**src/verilog/spms_pkg.sv**
```systemverilog
// package: constants, types and state layout of the spi master/slave block
package spms_pkg;

   // ----------------------------------------------------------------
   // widths and reset values
   // ----------------------------------------------------------------
   localparam int DATA_W = 8;
   localparam int BIT_CNT_W = 4;
   localparam int DIV_W = 8;
   localparam logic [DATA_W-1:0] RST_BYTE = 8'h00;
   localparam logic [BIT_CNT_W-1:0] LAST_BIT = 4'h7;
   localparam logic RST_MASTER = 1'b0;

   // ----------------------------------------------------------------
   // timing: master shift clock half period
   // ----------------------------------------------------------------
   localparam int CLK_PERIOD_NS = 5;
   localparam int SCK_HALF_NS = 20;
   localparam int SCK_HALF_CYC =
      (SCK_HALF_NS + CLK_PERIOD_NS - 1) / CLK_PERIOD_NS;

   // ----------------------------------------------------------------
   // types
   // ----------------------------------------------------------------
   typedef enum logic {
      ST_IDLE,
      ST_SHIFT
   } spms_phase_t;

   typedef struct packed {
      logic sck;
      logic mosi;
      logic miso;
      logic ss;
   } spms_pins_t;

   typedef struct packed {
      spms_pins_t sync1_ff;
      spms_pins_t sync2_ff;
      logic prev_sck_ff;
      logic prev_ss_ff;
      logic master_ff;
      spms_phase_t phase_ff;
      logic [DATA_W-1:0] shreg_ff;
      logic rx_bit_ff;
      logic [BIT_CNT_W-1:0] bitcnt_ff;
      logic [DIV_W-1:0] div_ff;
      logic sck_ff;
      logic [DATA_W-1:0] rx_buf_ff;
      logic rx_full_ff;
      logic flag_ff;
      logic overrun_ff;
   } spms_state_t;

endpackage

```
**src/verilog/spms_core.sv**
```systemverilog
// spi master/slave core with pin direction overrides and slave select
`timescale 1ns/100ps
// Summary of operation
// - a new byte is taken for sending only while no shift is running.
// - one received byte is held while the next shifts in; an unread byte is overwritten and overrun is flagged.
// - when enabled, a master forces miso to input, a slave forces mosi, sck and ss to input.
// - a master with ss set as output drives it as plain gpio with no effect on the core.
// - ss pulled low on a master with ss as input clears the master bit and the core becomes slave.
// - such a demotion sets the transfer complete flag, which raises irq when both enables are set.
// - after a demotion master mode stays off until software sets the master bit again.
// - interrupt software should check the master bit is still set, so it is shown on a port.
// - in slave mode the ss pin is always an input.
// - a slave with ss low is active and drives miso only if software made it an output.
// - a slave with ss high keeps all pins as inputs and ignores serial data.
// - ss rising in a slave transfer resets the shifter at once and drops both partial bytes.
module spms_core #(
   parameter int SCK_HALF = spms_pkg::SCK_HALF_CYC
) (
   // clock and reset
   input wire logic clk,
   input wire logic rst,
   input wire logic ce,
   // control
   input wire logic spi_en,
   input wire logic spi_ie,
   input wire logic global_ie,
   input wire logic lsb_first,
   input wire logic master_set,
   input wire spms_pkg::spms_pins_t pin_dir,
   input wire spms_pkg::spms_pins_t pin_gpio,
   // transmit byte
   input wire logic wr_valid,
   input wire logic [spms_pkg::DATA_W-1:0] wr_data,
   output logic wr_ready,
   // receive byte
   input wire logic rd_en,
   output logic [spms_pkg::DATA_W-1:0] rd_data,
   output logic rx_full,
   // status
   input wire logic flag_clr,
   output logic master_select_bit,
   output logic transfer_complete_flag,
   output logic overrun,
   output logic busy,
   output logic irq,
   // link pins
   input wire spms_pkg::spms_pins_t pin_in,
   output spms_pkg::spms_pins_t pin_out,
   output spms_pkg::spms_pins_t pin_oe
);

   // ----------------------------------------------------------------
   // state
   // ----------------------------------------------------------------
   spms_pkg::spms_state_t q_ff;
   spms_pkg::spms_state_t nxt_q;

   logic ss_low;
   logic demote;
   logic slave_act;
   logic sck_rise;
   logic sck_fall;
   logic ss_rise;
   logic done;
   logic [spms_pkg::DATA_W-1:0] shifted;

   localparam logic [spms_pkg::DIV_W-1:0] DIV_LAST =
      spms_pkg::DIV_W'(SCK_HALF - 1);

   // ----------------------------------------------------------------
   // decoded conditions
   // ----------------------------------------------------------------
   assign ss_low = ~q_ff.sync2_ff.ss;
   assign demote = spi_en & q_ff.master_ff & ~pin_dir.ss & ss_low;
   assign slave_act = spi_en & ~q_ff.master_ff & ss_low;
   assign sck_rise = q_ff.sync2_ff.sck & ~q_ff.prev_sck_ff;
   assign sck_fall = ~q_ff.sync2_ff.sck & q_ff.prev_sck_ff;
   assign ss_rise = q_ff.sync2_ff.ss & ~q_ff.prev_ss_ff;

   always_comb begin
      if (lsb_first) begin
         shifted = {q_ff.rx_bit_ff, q_ff.shreg_ff[spms_pkg::DATA_W-1:1]};
      end else begin
         shifted = {q_ff.shreg_ff[spms_pkg::DATA_W-2:0], q_ff.rx_bit_ff};
      end
   end

   // ----------------------------------------------------------------
   // next state
   // ----------------------------------------------------------------
   always_comb begin
      nxt_q = q_ff;
      done = 1'b0;
      nxt_q.sync1_ff = pin_in;
      nxt_q.sync2_ff = q_ff.sync1_ff;
      nxt_q.prev_sck_ff = q_ff.sync2_ff.sck;
      nxt_q.prev_ss_ff = q_ff.sync2_ff.ss;

      // clears first so that a same-cycle set wins
      if (flag_clr) begin
         nxt_q.flag_ff = 1'b0;
         nxt_q.overrun_ff = 1'b0;
      end
      if (rd_en) begin
         nxt_q.rx_full_ff = 1'b0;
      end
      if (master_set) begin
         nxt_q.master_ff = 1'b1;
      end

      // load of a new byte
      if (wr_valid && wr_ready) begin
         nxt_q.shreg_ff = wr_data;
         nxt_q.bitcnt_ff = '0;
         nxt_q.div_ff = '0;
         nxt_q.sck_ff = 1'b0;
         if (q_ff.master_ff) begin
            nxt_q.phase_ff = spms_pkg::ST_SHIFT;
         end
      end

      // master shift engine
      case (q_ff.phase_ff)
         spms_pkg::ST_IDLE: begin
            nxt_q.div_ff = '0;
         end
         spms_pkg::ST_SHIFT: begin
            if (q_ff.div_ff == DIV_LAST) begin
               nxt_q.div_ff = '0;
               nxt_q.sck_ff = ~q_ff.sck_ff;
               if (!q_ff.sck_ff) begin
                  nxt_q.rx_bit_ff = q_ff.sync2_ff.miso;
               end else begin
                  nxt_q.shreg_ff = shifted;
                  nxt_q.bitcnt_ff = q_ff.bitcnt_ff + 1'b1;
                  if (q_ff.bitcnt_ff == spms_pkg::LAST_BIT) begin
                     done = 1'b1;
                     nxt_q.bitcnt_ff = '0;
                     nxt_q.phase_ff = spms_pkg::ST_IDLE;
                  end
               end
            end else begin
               nxt_q.div_ff = q_ff.div_ff + 1'b1;
            end
         end
         default: begin
            nxt_q.phase_ff = spms_pkg::ST_IDLE;
         end
      endcase

      // slave shift engine, edges only seen while selected
      if (slave_act) begin
         if (sck_rise) begin
            nxt_q.rx_bit_ff = q_ff.sync2_ff.mosi;
         end
         if (sck_fall) begin
            nxt_q.shreg_ff = shifted;
            nxt_q.bitcnt_ff = q_ff.bitcnt_ff + 1'b1;
            if (q_ff.bitcnt_ff == spms_pkg::LAST_BIT) begin
               done = 1'b1;
               nxt_q.bitcnt_ff = '0;
            end
         end
      end

      // deselect during a slave byte drops both partial bytes
      // only mid-byte, so the idle-level jump after reset or enable is inert
      if (spi_en && !q_ff.master_ff && ss_rise &&
          (q_ff.bitcnt_ff != '0)) begin
         nxt_q.bitcnt_ff = '0;
         nxt_q.shreg_ff = spms_pkg::RST_BYTE;
      end

      // completed byte into the receive holding register
      if (done) begin
         nxt_q.rx_buf_ff = shifted;
         nxt_q.rx_full_ff = 1'b1;
         if (q_ff.rx_full_ff && !rd_en) begin
            nxt_q.overrun_ff = 1'b1;
         end
         nxt_q.flag_ff = 1'b1;
      end

      // forced demotion by another master
      if (demote) begin
         nxt_q.master_ff = 1'b0;
         nxt_q.phase_ff = spms_pkg::ST_IDLE;
         nxt_q.bitcnt_ff = '0;
         nxt_q.sck_ff = 1'b0;
         nxt_q.flag_ff = 1'b1;
      end

      if (!spi_en) begin
         nxt_q.phase_ff = spms_pkg::ST_IDLE;
         nxt_q.bitcnt_ff = '0;
         nxt_q.sck_ff = 1'b0;
      end
   end

   // ----------------------------------------------------------------
   // registers
   // ----------------------------------------------------------------
   always_ff @(posedge clk or posedge rst) begin
      if (rst) begin
         q_ff <= '0;
      end else if (ce) begin
         q_ff <= nxt_q;
      end
   end

   // ----------------------------------------------------------------
   // pin overrides
   // ----------------------------------------------------------------
   always_comb begin
      pin_out = pin_gpio;
      pin_oe = pin_dir;
      if (spi_en) begin
         pin_out.sck = q_ff.sck_ff;
         if (lsb_first) begin
            pin_out.mosi = q_ff.shreg_ff[0];
         end else begin
            pin_out.mosi = q_ff.shreg_ff[spms_pkg::DATA_W-1];
         end
         pin_out.miso = pin_out.mosi;
         pin_out.ss = pin_gpio.ss;
         if (q_ff.master_ff) begin
            pin_oe.miso = 1'b0;
         end else begin
            pin_oe.mosi = 1'b0;
            pin_oe.sck = 1'b0;
            pin_oe.ss = 1'b0;
            pin_oe.miso = pin_dir.miso & ss_low;
         end
      end
   end

   // ----------------------------------------------------------------
   // status outputs
   // ----------------------------------------------------------------
   assign busy = (q_ff.phase_ff == spms_pkg::ST_SHIFT) |
                 (q_ff.bitcnt_ff != '0);
   assign wr_ready = spi_en & ~busy & ~demote;
   assign rd_data = q_ff.rx_buf_ff;
   assign rx_full = q_ff.rx_full_ff;
   assign master_select_bit = q_ff.master_ff;
   assign transfer_complete_flag = q_ff.flag_ff;
   assign overrun = q_ff.overrun_ff;
   assign irq = q_ff.flag_ff & spi_ie & global_ie;

endmodule // spms_core

```
**config.mk**
```make
export PLATFORM = sky130hd
export DESIGN_NAME = spms_core
export DESIGN_NICKNAME = d
export VERILOG_FILES = /design/src/verilog/spms_pkg.sv /design/src/verilog/spms_core.sv
export SDC_FILE = /design/constraint.sdc
export NUM_CORES = 1
export LEC_CHECK = 0
export BUFFER_PORTS_ARGS = -buffer_cell sky130_fd_sc_hd__buf_4
export CORE_MARGIN = 10
export CORE_UTILIZATION = 30
export DETAILED_ROUTE_END_ITERATION = 12
export PLACE_DENSITY = 0.6
export SYNTH_ARGS = -nofsm -noshare
export SYNTH_HDL_FRONTEND = slang
export SYNTH_SLANG_ARGS = --single-unit
export TNS_END_PERCENT = 20
```
**constraint.sdc**
```tcl
create_clock -name clk -period 2.48 [get_ports clk]
set_input_delay 0.248 -clock clk [delete_from_list [all_inputs] [get_ports clk]]
set_output_delay 0.248 -clock clk [all_outputs]
set_load 0.01 [all_outputs]
```
==> qor.txt <==
final non-filler cell total: 410
die area: 12600 µm²
Max Freq: 447 MHz
worst reg-to-reg path cell count: 5
CTS clock-pin slew for the worst setup and hold paths: 0.09 ns
first-pass GRT wire length: 11.2 mm
Layout area overhead: 21.8%
Post-DP HPWL: 4.84 mm
Cells after Synth: 259
Worst Clk Skew: 0.00942 ns
CTS Buffer Depth: 2
final core occ: 37.7%
post-route antenna net violation count: 0
via/cell ratio: 5.15
met1 Use GR: 12.7%
worst-margin pin slew: 0.888 ns
Most used DFF post-synth: dfrtp_1
Placed Cells: 402
Starting Density: 30.9%
Post-Route WL: 6.45 mm
r2r setup slk: 0.24 ns
Clock Sinks: 45
GR peak layer: met2
pin count of the biggest net entering global routing: 26
crit end category: register
Pwr Density: 583 nW/µm²
RSZ-0062 raised after global routing: no
CTS tree: built
critical path class: reg2reg
Mapped Avg Cell Area: 9.86 µm²
Top Ports: 54
share of cells above drive strength 1: 28.5%
Worst Path Max Fanout: 9
die height: 112 µm
Seq cells post-synth: 45
leakage: 1.44 nW
worst r2r dst: rd_data[7]$_DFFE_PP0P_
drt pass-1 iters: 4
CTS Hold Bufs: 0
fillers: 847
clk root buf: clkbuf_8
Seq/Total Area, Yosys: 44.1%
Post-synth EDFFs: 0
CTS H-tree depth: 2
post-CTS repair timing setup buffer count: 0
detailed-route via count: 2113
PnR worst setup slack: 0.242 ns
Synth Cell Area: 2550 µm²
Hold Crit Class: in2async
average wire per standard cell: 15.7 µm
met2 Usage GRT: 17.5%
antenna violations before repair: 0
worst-case vdd ir drop: 0.241 mV
yosys warns: 0
number of global-route vias before repair: 2280
Clock Latency Late Sink: 0.31 ns
Rel. slew slack: 40.4%
total CTS buffers: 5
setup violators final: 0
final estimated routing congestion in global placement: 0.836
setup TNS: 0 ns
required time worst endpoint: 2.67 ns
status: finished, final reports clean
# rows: 33
final hold vios: 0
syn_nets: 293
Worst EP arrival: 2.43 ns
fin. max-slew vios: 0
cts repair resizes: 0
commonest non-fill, non-tap cell in the layout: buf_4
Core Region: 8260 µm²
Synth cell types: 56
Residual DRC: 0
met3 GRT Util: 3.25%
All-Layer GR Usage: 10.5%
worst slack, placed: 0.231 ns
Die Span X: 112 µm
diode count: 0
most frequent cells in the layout: buf_4 (59), dfrtp_1 (45), nand2_1 (29)
total grt overflow: 0
R2R Path Start: q_ff[12]$_DFFE_PP0P_
Final min period: 2.24 ns
fin crit share: 90.2%
Startpoint Class: register
Post-synth ARST share: 100%
Max Cap Viol: 0
NumNets Final: 338
number of DRC markers in iteration 0: 102
port buffer count: 51
flip-flops by register name, indices dropped and copies added, names as in the netlist:
name and count:
rd_data 8, nxt_q 6, transfer_complete_flag 1, q_ff 27, rx_full 1, master_select_bit 1, overrun 1
per-stage QoR:
stage                     area, µm²  hold WS [ns]  total power, W
after global placement         3000         0.374         0.00126
after CTS                      3110        0.0403         0.00184
after detailed placement       3000         0.377         0.00127
after global routing           3110        0.0746         0.00194
final                          3110        0.0173         0.00181
after floorplan                2550         0.400         0.00112
cell usage after synthesis (6+ instances only):
library cell  instances  area [µm²]
inv_1                18        67.6
mux2_2               12         135
o21ai_0              12        60.1
nand3_1              12        60.1
mux2_1                7        78.8
dfrtp_1              45        1130
nand2_1              29         109
or4_1                 8        60.1
o221ai_1              6        52.6
buf_4                 9        67.6
nor2_1               11        41.3
clkbuf_1              7        26.3
layer usage:
metal / up-vias / routed length [µm]
met3: 4 / 375
met4: 0 / 42
met5: - / 0
met1: 1026 / 2830
li1: 1036 / -
met2: 47 / 3200
critical path, stage by stage (launching register included):
cell and delay [ns]:
dfrtp_1 0.40, ha_1 0.22, nor4b_1 0.43, a32o_2 0.26, and3_1 0.43, mux2_2 0.39
kinds of logic after synthesis:
logic type,Yosys count,synth area share [%]
XOR/XNOR,2,0.686
adder cells (fa/ha/maj),3,1.47
AO/OA/AOI/OAI,55,16.5
multiplexers,19,8.38
AND/OR/NAND/NOR,95,21.0
buffers and inverters,40,7.89
flip-flops,45,44.1
where the power goes:
group | internal (W) | switching, W | leakage, nW
Combinational | 0.000181 | 0.000192 | 0.800
Sequential | 0.000814 | 0.0000619 | 0.587
Clock | 0.000303 | 0.000262 | 0.0554
Total | 0.00130 | 0.000516 | 1.44
how the worst max path moves through the flow:
stage                                     from                endpoint  slack (ns)
after global routing      q_ff[12]$_DFFE_PP0P_  rd_data[7]$_DFFE_PP0P_       0.009
final                     q_ff[12]$_DFFE_PP0P_  rd_data[7]$_DFFE_PP0P_        0.24
after detailed placement  q_ff[12]$_DFFE_PP0P_  rd_data[7]$_DFFE_PP0P_        0.23
after CTS                 q_ff[12]$_DFFE_PP0P_  rd_data[7]$_DFFE_PP0P_        0.22
after floorplan           q_ff[12]$_DFFE_PP0P_  rd_data[4]$_DFFE_PP0P_        0.52
after global placement    q_ff[12]$_DFFE_PP0P_  rd_data[7]$_DFFE_PP0P_        0.27
area by class of cell:
class                           instances  area, µm²  area share [%]
Clock buffer                            6       72.6            2.33
Tap cell                              105        131            4.23
Clock inverter                          2       38.8            1.25
Sequential cell                        45       1130            36.2
Timing Repair Buffer                   59        443            14.2
Multi-Input combinational cell        174       1230            39.4
Inverter                               19       71.3            2.29
Power figures use the tool's default switching activity.
